File: config.mk
export PLATFORM = sky130hd
export DESIGN_NAME = cen_notifier
export DESIGN_NICKNAME = d
export VERILOG_FILES = /design/src/cen_pkg.sv /design/src/cen_notifier.sv
export SDC_FILE = /design/constraint.sdc
export NUM_CORES = 1
export LEC_CHECK = 0
export BUFFER_PORTS_ARGS = -buffer_cell sky130_fd_sc_hd__buf_2
export CAP_MARGIN = 20
export CORE_ASPECT_RATIO = 0.5
export CORE_MARGIN = 5
export CORE_UTILIZATION = 45
export CTS_CLUSTER_SIZE = 16
export DETAILED_ROUTE_END_ITERATION = 8
export GPL_ROUTABILITY_DRIVEN = 0
export PLACE_DENSITY = 0.63
export SYNTH_ARGS = -nofsm -noshare
export SYNTH_HDL_FRONTEND = slang
export SYNTH_SLANG_ARGS = --single-unit
File: constraint.sdc
create_clock -name clock -period 3.4 [get_ports clock]
set_input_delay 0.85 -clock clock [delete_from_list [all_inputs] [get_ports clock]]
set_output_delay 0.85 -clock clock [all_outputs]
set_load 0.05 [all_outputs]
File: src/cen_pkg.sv
// Purpose: shared constants for the camera event notifier
// Assumes: register port with one-cycle read latency
// Notes:   all offsets are word indices on the plain register port
`default_nettype none
package cen_pkg;
  // Event codes, also the index into the enable bits
  localparam logic [3:0] EV_FRAME_BEGIN    = 4'h0;
  localparam logic [3:0] EV_EXPOSURE_BEGIN = 4'h1;
  localparam logic [3:0] EV_EXPOSURE_END   = 4'h2;
  localparam logic [3:0] EV_ACQ_REARM      = 4'h3;
  localparam logic [3:0] EV_TRIG_ACCEPT    = 4'h4;
  localparam logic [3:0] EV_TRIG_REJECT    = 4'h5;
  localparam logic [3:0] EV_IMAGE_DROP     = 4'h6;
  localparam logic [3:0] EV_COUNTER_DONE   = 4'h7;
  localparam logic [3:0] EV_IN_A_RISE      = 4'h8;
  localparam logic [3:0] EV_IN_A_FALL      = 4'h9;
  localparam logic [3:0] EV_IN_B_RISE      = 4'ha;
  localparam logic [3:0] EV_IN_B_FALL      = 4'hb;
  localparam logic [3:0] EV_OVERFLOW       = 4'hc;
  localparam int         NUM_EVENTS        = 13;
  localparam int         NUM_SOURCES       = 12;

  // Register offsets
  localparam logic [3:0] REG_NOTIFY_SELECT = 4'h0;
  localparam logic [3:0] REG_NOTIFY_ENABLE = 4'h1;
  localparam logic [3:0] REG_STAT_SELECT   = 4'h2;
  localparam logic [3:0] REG_STAT_VALUE    = 4'h3;
  localparam logic [3:0] REG_STAT_CLEAR    = 4'h4;
  localparam logic [3:0] REG_TIME_SYNC     = 4'h5;
  localparam logic [3:0] REG_STATUS        = 4'h6;
  localparam logic [3:0] REG_COUNTER_TGT   = 4'h7;

  // Notify enable values
  localparam logic [1:0] NOTIFY_OFF    = 2'h0;
  localparam logic [1:0] NOTIFY_ON     = 2'h1;
  localparam logic [1:0] NOTIFY_LEGACY = 2'h2;

  // Statistic selector values
  localparam logic [2:0] STAT_TRIG_REJECT  = 3'h0;
  localparam logic [2:0] STAT_IMAGE_DROP   = 3'h1;
  localparam logic [2:0] STAT_RESENT_PKT   = 3'h2;
  localparam logic [2:0] STAT_DROPPED_REQ  = 3'h3;
  localparam logic [2:0] STAT_PAUSE_FRAME  = 3'h4;
  localparam int         NUM_STATS         = 5;

  // Time-sync setting values
  localparam logic [1:0] SYNC_OFF   = 2'h0;
  localparam logic [1:0] SYNC_AUTO  = 2'h1;
  localparam logic [1:0] SYNC_SLAVE = 2'h2;

  // Status bit positions
  localparam int ST_OVERFLOW_BIT = 0;
  localparam int ST_TS_SRC_BIT   = 1;
  localparam int ST_MASTER_BIT   = 2;
  localparam int ST_SLAVE_BIT    = 3;

  localparam logic [31:0] COUNTER_TGT_RESET = 32'h0000_0000;
endpackage : cen_pkg
`default_nettype wire

File: src/cen_notifier.sv
// Purpose: event notification, statistics and time-sync mode control
// Assumes: event inputs are single-cycle pulses from on-chip logic, except input lines
// Notes:   one message per cycle leaves through a small FIFO toward the control channel
//
// How it works
// - Frame begin, at exposure delay start, sends a frame-begin message.
// - Exposure start and exposure end each send their own message.
// - Acquisition command becoming usable again sends a rearm message.
// - Every valid frame trigger sends a trigger-accepted message.
// - Trigger while not allowed is rejected, no frame starts, message sent.
// - Image discarded for lack of memory sends an image-dropped message.
// - Counter one reaching its target count sends a counter-done message.
// - Rise and fall on input lines a and b give four messages.
// - Queue overflow disables all events except overflow and sends one overflow message.
// - Per-event enable chosen by selector; off suppresses, on notifies.
// - Legacy enable value behaves exactly like on.
// - Selector picks a statistic; value reads it; clear resets only it.
// - Rejected trigger statistic counts each disallowed trigger.
// - Image-dropped statistic counts images discarded before transfer end.
// - Resent-packet statistic counts each packet sent again.
// - Resend requests queue boundedly; full queue drops request, still counts.
// - Pause-frame statistic counts each received pause frame.
// - Sync off takes no part; automatic role from the selection algorithm.
// - Slave-only setting never takes the master role.
// - Time sync enabled switches timestamp source to the network clock.
//
// The placing of the registers and the strobed register port were chosen for this implementation.
`default_nettype none
module cen_notifier
  import cen_pkg::*;
#(
  parameter int FIFO_DEPTH   = 4,
  parameter int RESEND_DEPTH = 4,
  parameter int STAT_W       = 32
)(
  input  wire logic        clock,
  input  wire logic        rst_n,
  input  wire logic [3:0]  reg_addr,
  input  wire logic [31:0] reg_wdata,
  input  wire logic        reg_wr,
  input  wire logic        reg_rd,
  output logic      [31:0] reg_rdata,
  input  wire logic        frame_begin,
  input  wire logic        exposure_begin,
  input  wire logic        exposure_finish,
  input  wire logic        acquisition_rearm,
  input  wire logic        frame_trigger,
  input  wire logic        trigger_allowed,
  input  wire logic        image_dropped,
  input  wire logic        counter_tick,
  input  wire logic        input_a_pin,
  input  wire logic        input_b_pin,
  input  wire logic        packet_resent,
  input  wire logic        resend_request,
  input  wire logic        resend_taken,
  input  wire logic        pause_frame,
  input  wire logic        bmc_master_wins,
  input  wire logic        msg_ready,
  output logic             msg_valid,
  output logic      [3:0]  msg_code,
  output logic             trigger_start,
  output logic             resend_pending,
  output logic             sync_active,
  output logic             ts_src_network,
  output logic             role_master,
  output logic             role_slave
);
  localparam int FAW = $clog2(FIFO_DEPTH);
  localparam int RAW = $clog2(RESEND_DEPTH + 1);

  // Input line synchronisers and edge history
  logic [1:0] in_s1_q, in_s2_q, in_d_q;
  always_ff @(posedge clock)
  begin
    in_s1_q <= {input_b_pin, input_a_pin};
    in_s2_q <= in_s1_q;
    in_d_q  <= in_s2_q;
  end
  wire [1:0] rise = in_s2_q & ~in_d_q;
  wire [1:0] fall = ~in_s2_q & in_d_q;

  // Counter one
  logic [31:0] cnt_tgt_q, cnt_q;
  wire cnt_hit = counter_tick && (cnt_q + 32'h1 == cnt_tgt_q);
  always_ff @(posedge clock)
  begin
    if (!rst_n)
      cnt_q <= 32'h0;
    else if (cnt_hit)
      cnt_q <= 32'h0;
    else if (counter_tick)
      cnt_q <= cnt_q + 32'h1;
  end

  wire trig_ok  = frame_trigger && trigger_allowed;
  wire trig_bad = frame_trigger && !trigger_allowed;

  // Rejected triggers never start a frame
  always_ff @(posedge clock)
  begin
    if (!rst_n)
      trigger_start <= 1'b0;
    else
      trigger_start <= trig_ok;
  end

  // Raw event sources, one bit per code below overflow
  wire [NUM_SOURCES-1:0] src = {
    fall[1], rise[1], fall[0], rise[0],
    cnt_hit,
    image_dropped,
    trig_bad,
    trig_ok,
    acquisition_rearm,
    exposure_finish, exposure_begin,
    frame_begin
  };

  // Enables and selection
  logic [NUM_EVENTS-1:0] en_q;
  logic [3:0]            sel_q;
  logic [2:0]            stat_sel_q;
  logic [1:0]            sync_q;
  logic                  ovf_flag_q;
  logic                  ovf_pend_q;

  wire wr_sel  = reg_wr && reg_addr == REG_NOTIFY_SELECT;
  wire wr_en   = reg_wr && reg_addr == REG_NOTIFY_ENABLE;
  wire wr_ssel = reg_wr && reg_addr == REG_STAT_SELECT;
  wire wr_clr  = reg_wr && reg_addr == REG_STAT_CLEAR;
  wire wr_sync = reg_wr && reg_addr == REG_TIME_SYNC;
  wire wr_tgt  = reg_wr && reg_addr == REG_COUNTER_TGT;
  wire wr_st   = reg_wr && reg_addr == REG_STATUS;
  wire en_val  = reg_wdata[1:0] == NOTIFY_ON
              || reg_wdata[1:0] == NOTIFY_LEGACY;

  // Gated events and FIFO push
  wire [NUM_SOURCES-1:0] gated = src & en_q[NUM_SOURCES-1:0];
  logic [3:0] push_code;
  always_comb
  begin
    push_code = 4'h0;
    for (int i = NUM_SOURCES - 1; i >= 0; i--)
      if (gated[i])
        push_code = 4'(i);
  end

  logic [3:0] fifo_q [FIFO_DEPTH];
  logic [FAW:0] wp_q, rp_q;
  wire [FAW:0] used   = wp_q - rp_q;
  wire fifo_full      = used == (FAW+1)'(FIFO_DEPTH);
  wire pop            = msg_valid && msg_ready;
  wire any_ev         = |gated;
  // Extra events in one cycle or an event into a full queue count as overflow
  wire multi_ev       = |(gated & (gated - 12'h1));
  wire overflow       = any_ev && (fifo_full || multi_ev);
  wire push_ev        = any_ev && !fifo_full;
  wire push_ovf       = !push_ev && ovf_pend_q && !fifo_full && en_q[EV_OVERFLOW];
  wire push           = push_ev || push_ovf;
  wire [3:0] push_val = push_ev ? push_code : EV_OVERFLOW;

  always_ff @(posedge clock)
  begin
    if (!rst_n)
    begin
      wp_q <= '0;
      rp_q <= '0;
    end
    else
    begin
      if (push)
        wp_q <= wp_q + 1'b1;
      if (pop)
        rp_q <= rp_q + 1'b1;
    end
  end
  always_ff @(posedge clock)
  begin
    if (push)
      fifo_q[wp_q[FAW-1:0]] <= push_val;
  end

  // Output stage
  wire [FAW:0] rp_n = pop ? rp_q + 1'b1 : rp_q;
  wire next_valid   = (wp_q != rp_n);
  always_ff @(posedge clock)
  begin
    if (!rst_n)
    begin
      msg_valid <= 1'b0;
      msg_code  <= 4'h0;
    end
    else if (!msg_valid || pop)
    begin
      msg_valid <= next_valid;
      if (next_valid)
        msg_code <= fifo_q[rp_n[FAW-1:0]];
    end
  end

  // Enable bits, selectors and overflow state
  always_ff @(posedge clock)
  begin
    if (!rst_n)
    begin
      en_q       <= '0;
      sel_q      <= 4'h0;
      stat_sel_q <= 3'h0;
      sync_q     <= SYNC_OFF;
      cnt_tgt_q  <= COUNTER_TGT_RESET;
      ovf_flag_q <= 1'b0;
      ovf_pend_q <= 1'b0;
    end
    else
    begin
      if (wr_sel)
        sel_q <= reg_wdata[3:0];
      if (wr_ssel)
        stat_sel_q <= reg_wdata[2:0];
      if (wr_sync)
        sync_q <= reg_wdata[1:0];
      if (wr_tgt)
        cnt_tgt_q <= reg_wdata;
      if (overflow)
      begin
        en_q[NUM_SOURCES-1:0] <= '0;
        ovf_pend_q            <= 1'b1;
      end
      else
      begin
        if (wr_en && sel_q < 4'(NUM_EVENTS))
          en_q[sel_q] <= en_val;
        if (push_ovf || !en_q[EV_OVERFLOW])
          ovf_pend_q <= 1'b0;
      end
      // Set wins over the software clear
      if (overflow)
        ovf_flag_q <= 1'b1;
      else if (wr_st && reg_wdata[ST_OVERFLOW_BIT])
        ovf_flag_q <= 1'b0;
    end
  end

  // Resend request queue occupancy
  logic [RAW-1:0] rq_cnt_q;
  wire rq_full = rq_cnt_q == RAW'(RESEND_DEPTH);
  wire rq_in   = resend_request && !rq_full;
  wire rq_out  = resend_taken && rq_cnt_q != '0;
  wire rq_drop = resend_request && rq_full && !rq_out;
  always_ff @(posedge clock)
  begin
    if (!rst_n)
      rq_cnt_q <= '0;
    else if (rq_in && !rq_out)
      rq_cnt_q <= rq_cnt_q + 1'b1;
    else if (rq_out && !(resend_request && (!rq_full || rq_out)))
      rq_cnt_q <= rq_cnt_q - 1'b1;
  end
  always_ff @(posedge clock)
  begin
    if (!rst_n)
      resend_pending <= 1'b0;
    else
      resend_pending <= (rq_cnt_q != '0) || resend_request;
  end

  // Statistic counters
  wire [NUM_STATS-1:0] stat_inc = {
    pause_frame,
    rq_drop,
    packet_resent,
    image_dropped,
    trig_bad
  };
  logic [STAT_W-1:0] stat_q [NUM_STATS];
  for (genvar g = 0; g < NUM_STATS; g++)
  begin : g_stat
    wire clr = wr_clr && stat_sel_q == 3'(g);
    always_ff @(posedge clock)
    begin
      if (!rst_n)
        stat_q[g] <= '0;
      else if (stat_inc[g])
        stat_q[g] <= clr ? STAT_W'(1) : stat_q[g] + 1'b1;
      else if (clr)
        stat_q[g] <= '0;
    end
  end
  wire [STAT_W-1:0] stat_rd = stat_sel_q < 3'(NUM_STATS) ? stat_q[stat_sel_q] : '0;

  // Time-sync role
  wire sync_on = sync_q == SYNC_AUTO || sync_q == SYNC_SLAVE;
  wire master_d = sync_q == SYNC_AUTO && bmc_master_wins;
  always_ff @(posedge clock)
  begin
    if (!rst_n)
    begin
      sync_active    <= 1'b0;
      ts_src_network <= 1'b0;
      role_master    <= 1'b0;
      role_slave     <= 1'b0;
    end
    else
    begin
      sync_active    <= sync_on;
      ts_src_network <= sync_on;
      role_master    <= master_d;
      role_slave     <= sync_on && !master_d;
    end
  end

  // Read port
  wire [31:0] status_w = {28'h0, role_slave, role_master, ts_src_network, ovf_flag_q};
  wire [31:0] en_rd    = sel_q < 4'(NUM_EVENTS) ? {31'h0, en_q[sel_q]} : 32'h0;
  logic [31:0] rd_mux;
  always_comb
  begin
    unique case (reg_addr)
      REG_NOTIFY_SELECT: rd_mux = {28'h0, sel_q};
      REG_NOTIFY_ENABLE: rd_mux = en_rd;
      REG_STAT_SELECT:   rd_mux = {29'h0, stat_sel_q};
      REG_STAT_VALUE:    rd_mux = 32'(stat_rd);
      REG_TIME_SYNC:     rd_mux = {30'h0, sync_q};
      REG_STATUS:        rd_mux = status_w;
      REG_COUNTER_TGT:   rd_mux = cnt_tgt_q;
      default:           rd_mux = 32'h0;
    endcase
  end
  always_ff @(posedge clock)
  begin
    if (!rst_n)
      reg_rdata <= 32'h0;
    else
      reg_rdata <= reg_rd ? rd_mux : 32'h0;
  end
endmodule : cen_notifier
`default_nettype wire

Yosys cells after proc, flatten, opt, wreduce, memory -nomap -nowiden
Memories as Yosys holds them, arrays and structs flattened. A register that Yosys moved wholly into a read port is not among the register bits.
Index checks and enable logic that the tools add are counted.

word-level totals
  word-level logic and storage cells = 224
  memory bits (writable) = 176
  input bits = 56
  bits in registers = 141
  output and inout bits = 43
  memories = 2

cells by class
  eq/ne operators = 19
  bitwise operators = 18
  $add $sub $neg = 12
  reduce and logical (&&, ||, !) cells = 64
  muxes and demuxes = 83
  $lt $le $gt $ge = 4

memory list
  name    words  bits a word  rd ports  clocked after memory_dff  wr ports  RTL line             RTL
  stat_q  5      32           6         1                         5         cen_notifier.sv:275  logic [STAT_W-1:0] stat_q [NUM_STATS];
  fifo_q  4      4            1         1                         1         cen_notifier.sv:148  logic [3:0] fifo_q [FIFO_DEPTH];

operators with widths
  kind                                                                   count
  32-bit 2-to-1 mux                                                      16
  32-bit one-hot mux with 7 select lines                                 1
  32-bit by 1-bit adder with 32-bit output, second input constant        6
  4-bit 2-to-1 mux                                                       13
  1-bit 2-to-1 mux                                                       45
  1-bit logical AND                                                      33
  32-bit equality test                                                   1
  12-bit AND                                                             2
  12-bit OR reduction                                                    2
  4-bit by 3-bit equality test with 1-bit output, second input constant  4
  3-bit 2-to-1 mux                                                       5
  13-bit bitwise mux                                                     1
  12-bit by 1-bit subtractor with 12-bit output, second input constant   1
  1-bit zero test                                                        10
  1-bit bitwise OR                                                       10
  3-bit by 1-bit adder with 3-bit output, second input constant          3
  3-bit equality test, second input constant                             3
  4-bit by 2-bit equality test with 1-bit output, second input constant  2
  1-bit logical OR                                                       8
  3-bit by 2-bit equality test with 1-bit output, second input constant  2
  2-bit AND reduction                                                    3
  2-bit nonzero test                                                     3
  4-bit by 5-bit < comparator with 1-bit output, second input constant   1
  2-bit AND                                                              2
  other kinds (18)                                                       23

Longest topological paths before layout
Gate-level depths: netlist (run 1).

  depth after elaboration = 17
  gate-level depth with buffers = 12
  gate-level depth less buffers = 11

Worst setup path before layout (run 1)
Ideal clock, no wire load.

  path kind = flip-flop to flip-flop
  start = register cnt_q[0]
  end = memory fifo_q[0][0] (enable)
  arrival = 3258 ps
  cell stages (with the launch flop) = 11
  required time = 3091 ps
  period minus slack after synthesis = 3567 ps
  library setup time = 309 ps
  setup slack = -167 ps
  cells stage by stage = dfxtp_1 ha_1 nand3_1 or4_4 or4_1 a311oi_1 nand3_1 nand2b_1 nor4_4 o21a_2 and2_1

on the way
  word-level cells in the longest chain between the ends = 13

ends and longest elaborated chain
  element                                       RTL line             RTL
  from (decl)                                   cen_notifier.sv:83   logic [31:0] cnt_tgt_q, cnt_q;
  from (signal assigned)                        cen_notifier.sv:92   cnt_q <= cnt_q + 32'h1;
  32-bit by 1-bit adder with 32-bit output (*)  cen_notifier.sv:84   wire cnt_hit = counter_tick && (cnt_q + 32'h1 == cnt_tgt_q);
  32-bit equality test (*)                      cen_notifier.sv:84
  1-bit logical AND (*)                         cen_notifier.sv:84
  12-bit AND (*)                                cen_notifier.sv:138  wire [NUM_SOURCES-1:0] gated = src & en_q[NUM_SOURCES-1:0];
  12-bit OR reduction (*)                       cen_notifier.sv:153  wire any_ev = |gated;
  1-bit logical AND (*)                         cen_notifier.sv:157  wire push_ev = any_ev && !fifo_full;
  1-bit zero test                               cen_notifier.sv:158  wire push_ovf = !push_ev && ovf_pend_q && !fifo_full && en_q[EV_OVERFLOW];
  1-bit logical AND (3 in a row)                cen_notifier.sv:158
  1-bit logical OR (*)                          cen_notifier.sv:159  wire push = push_ev || push_ovf;
  1-bit 2-to-1 mux (*)                          cen_notifier.sv:179  if (push)
  1-bit 2-to-1 mux (not written as such) (*)    cen_notifier.sv:180  fifo_q[wp_q[FAW-1:0]] <= push_val;
  to (decl)                                     cen_notifier.sv:148

Mark *: on every way between the ends. The rest lies on a longest branch, timed or not.

Final worst setup path (run 1)
  start = register cnt_q[6]
  end = register en_q[12]

on the way
  word-level cells in the longest chain between the ends = 11
  elaborated cells on any way between the ends = 12
  those cells by class = 2 x add/sub; 1 x eq/ne; 3 x bitwise; 6 x reduce/logical

ends and longest elaborated chain
  element                                        RTL line             RTL
  32-bit by 1-bit adder with 32-bit output (*)   cen_notifier.sv:84
  32-bit equality test (*)                       cen_notifier.sv:84
  1-bit logical AND (*)                          cen_notifier.sv:84
  12-bit AND (*)                                 cen_notifier.sv:138
  12-bit by 1-bit subtractor with 12-bit output  cen_notifier.sv:155  wire multi_ev = |(gated & (gated - 12'h1));
  12-bit AND                                     cen_notifier.sv:155
  12-bit OR reduction                            cen_notifier.sv:155
  1-bit logical OR                               cen_notifier.sv:156  wire overflow = any_ev && (fifo_full || multi_ev);
  1-bit logical AND (*)                          cen_notifier.sv:156
  1-bit inverter (no line) (*)                   -
  2-bit AND reduction (no line) (*)              -
  to (signal, indexed assignment)                cen_notifier.sv:232  en_q[sel_q] <= en_val;
  to (decl)                                      cen_notifier.sv:120  logic [NUM_EVENTS-1:0] en_q;

Marks and branches as above.
A chain may end at the register's enable or synchronous reset.

==> summary.md, run 1 <==
| Metric | Value |
|---|---|
| Most frequent cells in the layout | `nor2_1 (324), nand2_1 (194), edfxtp_1 (176)` |
| RSZ-0062 raised after global routing | `no` |
| 1st-iter DRT viols | `1270` |
| Worst setup EP type | `register` |
| IO Port Bufs | `98` |
| Yosys top cell area share | `30.31%` |
| Min-Delay Path Class | `register to register` |
| Detail Placement HPWL | `32.04 mm` |
| WP data arrival | `about 3.7 ns` |
| Cell Pwr Density | `about 440 nW/um^2` |
| 1st-pass router iterations | `7` |
| Most common cell after layout, fill and taps aside | `nor2_1` |
| Vias in the first global route | `12.70k` |
| I/O pin total | `99` |
| Synthesis Warnings | `0` |
| Detailed-route wire length per cell | `17.65 um` |
| Die X | `slightly below 300 um` |
| Element type at the critical path start | `register` |
| Status | `finished, final reports clean` |
| Global Route Usage Sum | `19.97%` |
| # DRC | `0` |
| Max FO, Critical Path | `4` |
| Setup violators final | `0` |
| Synth Register Bits | `between 300 and 400` |
| Mapped Area | `17430 um^2` |
| Syn_nets | `between 1.5k and 2k` |
| Max_cap viols | `0` |
| Post-synth EDFFs | `176` |
| Max Freq | `309.2 MHz` |
| Via density | `5.451` |
| Core area | `38610 um^2` |
| Final hold slack | `around 0.34 ns` |
| Fill cells | `3482` |
| Pleak | `7.033 nW` |
| DIE HEIGHT | `149.2 um` |
| Worst path max stage delay | `0.51 ns` |
| CP Cell Sequence | `nand4_2 -> or4_4 -> buf_4 -> o31ai_1 -> and2_1 -> o21ai_0 -> nor4_1 -> a221oi_1 -> or2_1 -> a2111oi_2` |
| Area leader, netlist | `edfxtp_1` |
| Worst path required time | `about 3.9 ns` |
| Largest net degree at the start of global routing | `49` |
| Post-Syn Instances | `1810` |
| CP max stage cell | `or4_4` |
| Num Clock Sinks | `324` |
| Dominant cells by area after synthesis | `edfxtp_1 (30%), dfxtp_1 (17%), nor2_1 (7.0%)` |
| Post-DRT Antenna Nets | `0` |
| Main synth FF type | `edfxtp_1` |
| GRT overflow | `0` |
| Fin. Hold Viols | `0` |
| Vias | `13.51k` |
| Nets | `approximately 2k` |
| Seq/Total Area, Yosys | `47.31%` |
| Area grow syn2layout | `14.27%` |
| Distinct cells, synth | `68` |
| Slew margin rel. | `between 30% and 40%` |
| Clock skew | `roughly 0.011 ns` |
| First-pass GRT wire length | `69.79 mm` |
| Final Util | `51.60%` |
| Initial antenna violation count | `1` |
| Final Slew Violations | `0` |
| Number of buffers created by CTS | `31` |
| Clock Tree Root | `clkbuf_16` |
| Crit path time final | `3.235 ns` |
| Initial Util | `between 40 and 50%` |
| Crit Path Category | `register to register` |
| Async SR Flop Fraction | `0%` |
| H-tree depth | `1` |
| Die area | `roughly 43000 um^2` |
| Layout cells sized above 1 | `14.99%` |
| Peak supply drop | `358.6 uV` |
| Clk slew on worst S/H paths | `0.07 ns` |
| Clk Latency, worst-skew pair | `0.57 ns` |
| WL final | `around 44 mm` |
| Hold-fix buffer count after cts | `0` |
| TritonCTS clock tree | `done` |
| Site Rows | `51` |
| Final period util | `95.13%` |
| Actual slew at the worst max-slew pin | `1.001 ns` |
| Mean area per synthesized cell | `between 9 and 10 um^2` |
| CTS max path bufs | `3` |
==> path summary, 6_finish.rpt <==
check	start	to	slack, ns	depth (start not counted)
worst min-delay path	in_s1_q[0]	in_s2_q[0]	0.34	0
worst max-delay path	cnt_q[6]	en_q[12]	0.17	10
worst min register to register	in_s1_q[0]	in_s2_q[0]	0.34	0
worst max register to register	cnt_q[6]	en_q[12]	0.17	10
==> registers in the layout, summed over array words and instances, names as in the netlist, 2 cells and up, named ones only <==
| register | flops |
|---|---|
| sync_q | 2 |
| stat_sel_q | 3 |
| cnt_q | 32 |
| cnt_tgt_q | 32 |
| in_d_q | 2 |
| en_q | 13 |
| wp_q | 3 |
| reg_rdata | 32 |
| rq_cnt_q | 3 |
| in_s2_q | 2 |
| rp_q | 3 |
| fifo_q | 16 |
| in_s1_q | 2 |
| msg_code | 4 |
| sel_q | 4 |
| stat_q | 160 |
==> worst max-delay path: cells and delay by family, from the launching register on <==
| family | cells | cell delay [ns] |
|---|---|---|
| buffers and inverters | 1 | 0.17 |
| and+or+nand+nor | 5 | 1.63 |
| DFF | 1 | 0.41 |
| AOI/OAI and AO/OA | 4 | 0.91 |
==> layer usage <==
layer / vias up / wire length, um / part of all wire (%) / track usage (%)
met3: 48 / 2688 / 6.1 / 3.176
li1: 6633 / - / - / -
met2: 306 / 19600 / 45 / 31.04
met5: - / 0 / 0 / 0
met1: 6525 / 20680 / 47 / 29.92
met4: 0 / 782 / 1.8 / 3.637
==> layout make-up <==
cell class / instances / area, um^2 / share of cell area [%]
Inverter: 31 / 116.4 / 0.5841
Antenna cell: 1 / 2.502 / 0.01256
Sequential cell: 324 / 8257 / 41.45
Timing Repair Buffer: 166 / 1076 / 5.401
Clock inverter: 16 / 167.7 / 0.8416
Clock buffer: 41 / 823.3 / 4.133
Multi-Input combinational cell: 1370 / 8816 / 44.25
Tap cell: 530 / 663.1 / 3.329
==> through the flow <==
step | power (W) | cells | worst slack, ns | TNS (ns) | cell area [um^2]
floorplan | 0.005040 | 1810 | 0.02584 | 0 | 17450
global placement | 0.005301 | 2418 | -0.01473 | -0.05882 | 18840
detailed placement | 0.005318 | 2418 | -0.1236 | -0.9959 | 18840
CTS | 0.008779 | 2475 | 0.007749 | 0 | 19840
global route | 0.009063 | 2479 | 0.01340 | 0 | 19920
finish | 0.008716 | 2479 | 0.1655 | 0 | 19920
==> repair_timing <==
item,4_1_cts,5_1_grt
setup endpoints to repair,20,73
pin swaps,0,9
resized for setup,5,9
setup buffers,0,3
==> synth_stat cells (all sizes together) (3+ instances only) <==
library cell    n
clkbuf         64
and2           14
or2             7
edfxtp        176
or3            19
a31oi           5
a221oi          6
xnor2          89
nor4           11
nor2b          16
nor2          324
nor3           23
inv            31
nand3b          9
mux2            5
a21o            3
and3           47
o211ai          4
and4           13
a32oi           3
a21oi         103
o21ai          31
ha             15
buf            21
nand2         194
nand4          43
a211oi          8
mux2i          52
mux4           40
nand4b          4
o22ai           3
or4             3
nand3          99
xor2          127
nand2b         10
dfxtp         148
a311oi         10
==> cell families after synthesis <==
| group | Yosys count | synth area share, % |
|---|---|---|
| adder cells (fa/ha/maj) | 17 | 1.249 |
| flip-flops | 324 | 47.31 |
| XOR/XNOR | 217 | 10.99 |
| buffers and inverters | 116 | 2.569 |
| AND/OR/NAND/NOR | 843 | 22.61 |
| AO/OA/AOI/OAI | 196 | 6.796 |
| multiplexers | 97 | 8.476 |
==> power by group <==
| part | switching, W | leakage, nW | total (W) | internal [W] |
|---|---|---|---|---|
| clock | 0.00153 | 0.478 | 0.00347 | 0.00193 |
| sequential | 0.000219 | 3.09 | 0.00452 | 0.00430 |
| combinational | 0.000419 | 3.46 | 0.000726 | 0.000307 |
| total | 0.00217 | 7.03 | 0.00872 | 0.00655 |
No activity file was read; power rests on OpenSTA's default activity.
==> inputs of run 2 (changes only) <==
--- a/config.mk
+++ b/config.mk
@@ -7,13 +7,15 @@
 export LEC_CHECK = 0
 export BUFFER_PORTS_ARGS = -buffer_cell sky130_fd_sc_hd__buf_2
 export CAP_MARGIN = 20
+export CELL_PAD_IN_SITES_DETAIL_PLACEMENT = 1
+export CELL_PAD_IN_SITES_GLOBAL_PLACEMENT = 1
 export CORE_ASPECT_RATIO = 0.5
 export CORE_MARGIN = 5
-export CORE_UTILIZATION = 45
+export CORE_UTILIZATION = 44
 export CTS_CLUSTER_SIZE = 16
 export DETAILED_ROUTE_END_ITERATION = 8
 export GPL_ROUTABILITY_DRIVEN = 0
-export PLACE_DENSITY = 0.63
+export PLACE_DENSITY = 0.76
 export SYNTH_ARGS = -nofsm -noshare
 export SYNTH_HDL_FRONTEND = slang
 export SYNTH_SLANG_ARGS = --single-unit
==> constraint.sdc (replaced) <==
create_clock -name clock -period 3.4 [get_ports clock]
set_input_delay 0.17 -clock clock [delete_from_list [all_inputs] [get_ports clock]]
set_output_delay 0.17 -clock clock [all_outputs]
set_load 0.05 [all_outputs]
==> run 2 against run 1 <==
Critical path depth grew 3. Count of clock-buffer cells in the layout rose by 1. Die area up 2.2%. First-iteration DRC count decreased by 10%. Worst hold slack worse by 0.31 ns. Highest routed layer unchanged. Clock skew rose by 0.0052 ns. Utilization grew 0.76 points. Clock power is 5.8% higher. Combinational power is 8.1% higher. Critical endpoint is now fifo_q[1][0]. Total power is 3.2% higher.
==> summary.md, run 2 (synthesis results as in run 1) <==
| Metric | Value |
|---|---|
| Max FFs per register | `160 (unchanged)` |
| Sw frac | `25.12% (+0.21 points)` |
| Reg power frac | `50.5% (-1.4 points)` |
| Crit Path Category | `register to register` |
| Comb pwr share | `8.7% (+0.4 points)` |
| Layout cells sized above 1 | `14.99% (about the same)` |
| R2R setup slack | `0.11 ns (-0.05 ns)` |
| Core area | `38990 um^2 (+0.99%)` |
| Post-DRT Antenna Nets | `0 (unchanged)` |
| Most common cell after layout, fill and taps aside | `nor2_1` |
| TritonCTS clock tree | `done` |
| Clock Power Share | `40.8% (+1.0 points)` |
| Clk slew on worst S/H paths | `0.07 ns (about the same)` |
| Peak supply drop | `370.6 uV (+3.3%)` |
| Footprint of the multi-input gates | `8857 um^2 (+0.47%)` |
| Initial antenna violation count | `1 (unchanged)` |
| Most frequent cells in the layout | `nor2_1 (324), nand2_1 (194), edfxtp_1 (176)` |
| Fill cells | `4387 (+26%)` |
| GRT overflow | `0 (unchanged)` |
| Final Cell Area | `20420 um^2 (+2.5%)` |
| Via density | `5.705 (+4.7%)` |
| Placement Setup Slack | `-0.1464 ns (-0.02280 ns)` |
| Clk Latency, worst-skew pair | `0.58 ns (about the same)` |
| CTS max path bufs | `3 (unchanged)` |
| Crit path max-delay family | `simple AND/OR/NAND/NOR gates` |
| Fin Setup TNS | `0 ns (unchanged)` |
| Pleak | `7.233 nW (+2.8%)` |
| CP Cell Sequence | `buf_4 -> nand4_1 -> buf_4 -> nor4_2 -> buf_4 -> a32oi_1 -> a2111oi_2 -> nand3_1 -> nand2b_4 -> nor4_4 -> buf_6 -> o211ai_1 -> a221oi_2` |
| Most used cell, CP | `buf_4` |
| Num Clock Sinks | `324 (unchanged)` |
| Element type at the critical path start | `register` |
| Critical path buffer and inverter count | `4 (+3)` |
| # DRC | `0 (unchanged)` |
| Clock skew | `0.01647 ns (+0.005198 ns)` |
| Largest net degree at the start of global routing | `58 (+18%)` |
| H-tree depth | `1 (unchanged)` |
| Max_cap viols | `0 (unchanged)` |
| Clock Tree Root | `clkbuf_16` |
| Setup violators final | `0 (unchanged)` |
| Cell Pwr Density | `440.5 nW/um^2 (+0.67%)` |
| WL final | `52.98 mm (+21%)` |
| Final Slew Violations | `0 (unchanged)` |
| Vias | `14.38k (+6.4%)` |
| Die area | `43950 um^2 (+2.2%)` |
| Actual slew at the worst max-slew pin | `0.9956 ns (-0.004958 ns)` |
| WP data arrival | `3.64 ns (-0.06 ns)` |
| 1st-iter DRT viols | `1143 (-10%)` |
| DIE HEIGHT | `150.8 um (+1.1%)` |
| Global Route Usage Sum | `23.20% (+3.2 points)` |
| Number of buffers created by CTS | `31 (unchanged)` |
| Register area | `8263 um^2 (about the same)` |
| Max Freq | `304.1 MHz (-1.6%)` |
| First-pass GRT wire length | `81.87 mm (+17%)` |
| Crit path time final | `3.288 ns (+0.05351 ns)` |
| Initial Util | `44.72% (-0.44 points)` |
| Max FO, Critical Path | `8 (+4)` |
| Detail Placement HPWL | `36.39 mm (+14%)` |
| Final period util | `96.71% (+1.6 points)` |
| Area grow syn2layout | `17.11%` |
| Worst path max stage delay | `0.36 ns (-0.15 ns)` |
| CP max stage cell | `dfxtp_2` |
| Min-Delay Path Class | `primary input to register` |
| Status | `finished, final reports clean` |
| Worst setup EP type | `register` |
| Int Power | `0.006734 W (+2.9%)` |
| Vias in the first global route | `14.60k (+15%)` |
| Fin. Hold Viols | `0 (unchanged)` |
| I/O pin total | `99 (unchanged)` |
| 1st-pass router iterations | `5 (-2)` |
| Switch Pwr | `0.002259 W (+4.1%)` |
| IO Port Bufs | `98 (unchanged)` |
| Detailed-route wire length per cell | `21.01 um (+19%)` |
| Worst path required time | `3.75 ns (-0.12 ns)` |
| Site Rows | `51 (unchanged)` |
| Inst Count DP | `2413 (-0.21%)` |
| Placed inst area | `18740 um^2 (-0.53%)` |
| Nets | `2035 (+2.0%)` |
| Slew margin rel. | `33.63% (+0.33 points)` |
| Die X | `291.5 um (+1.1%)` |
| Fin cells | `2521 (+1.7%)` |
| Largest Register | `stat_q` |
| Setup slack after layout | `0.1120 ns (-0.05351 ns)` |
==> run 2: changes by cell type in the layout (fill, tap and decap cells not counted), sizes merged, moves of 2 or more <==
cell / delta
dlygate4sd3: +42
diode: +2
buf: -3
clkinvlp: -2
==> run 2: area by class of cell <==
class | count | share of cell area (%)
antenna | 3 | 0.03677
clock buffer | 42 | 4.259
clock inverter | 16 | 0.9070
inverter | 31 | 0.5699
multi-input combinational | 1370 | 43.38
sequential | 324 | 40.47
tap | 530 | 3.248
timing repair buffer | 205 | 7.127
==> run 2: path summary, 6_finish.rpt <==
kind,startpoint,end,depth (start not counted)
max,cnt_q[1],fifo_q[1][0],13
min,resend_request,resend_pending,3
max reg2reg,cnt_q[1],fifo_q[1][0],13
min reg2reg,in_s1_q[1],in_s2_q[1],0
==> run 2: what timing repair did <==
item,CTS,global route
hold buffers,42,0
pin swaps,1,12
gates resized for setup,5,21
gates cloned,0,0
buffers inserted,0,3
hold endpoints to repair,57,0
setup endpoints to repair,21,44
==> run 2: power by group through the flow <==
| stage | clock (W) | sequential (W) | combinational [W] |
|---|---|---|---|
| after floorplan | 0 | 0.00456 | 0.000484 |
| after global placement | 0 | 0.00460 | 0.000698 |
| final | 0.00367 | 0.00454 | 0.000785 |
| after global routing | 0.00392 | 0.00456 | 0.000853 |
| after detailed placement | 0 | 0.00461 | 0.000720 |
| after CTS | 0.00374 | 0.00453 | 0.000768 |
==> run 2: through the flow <==
step	power (W)	util (%)	hold WS, ns
global route	0.009334	52.35	0.01396
global placement	0.005299	48.06	0.2723
detailed placement	0.005334	48.06	0.2743
finish	0.008993	52.37	0.02716
CTS	0.009036	51.88	0.006168
floorplan	0.005040	-	0.1977
==> run 2: worst min-delay path, stage by stage <==
cell and delay (ns):
buf_2 0.17, nor2_1 0.13, a21oi_1 0.09
==> run 2: layer usage <==
layer	vias up	part of all wire, %	track usage [%]
li1	6705	-	-
met1	7229	45	31.70
met2	355	47	39.25
met3	93	4.8	3.125
met4	0	3.0	6.500
met5	-	0	0
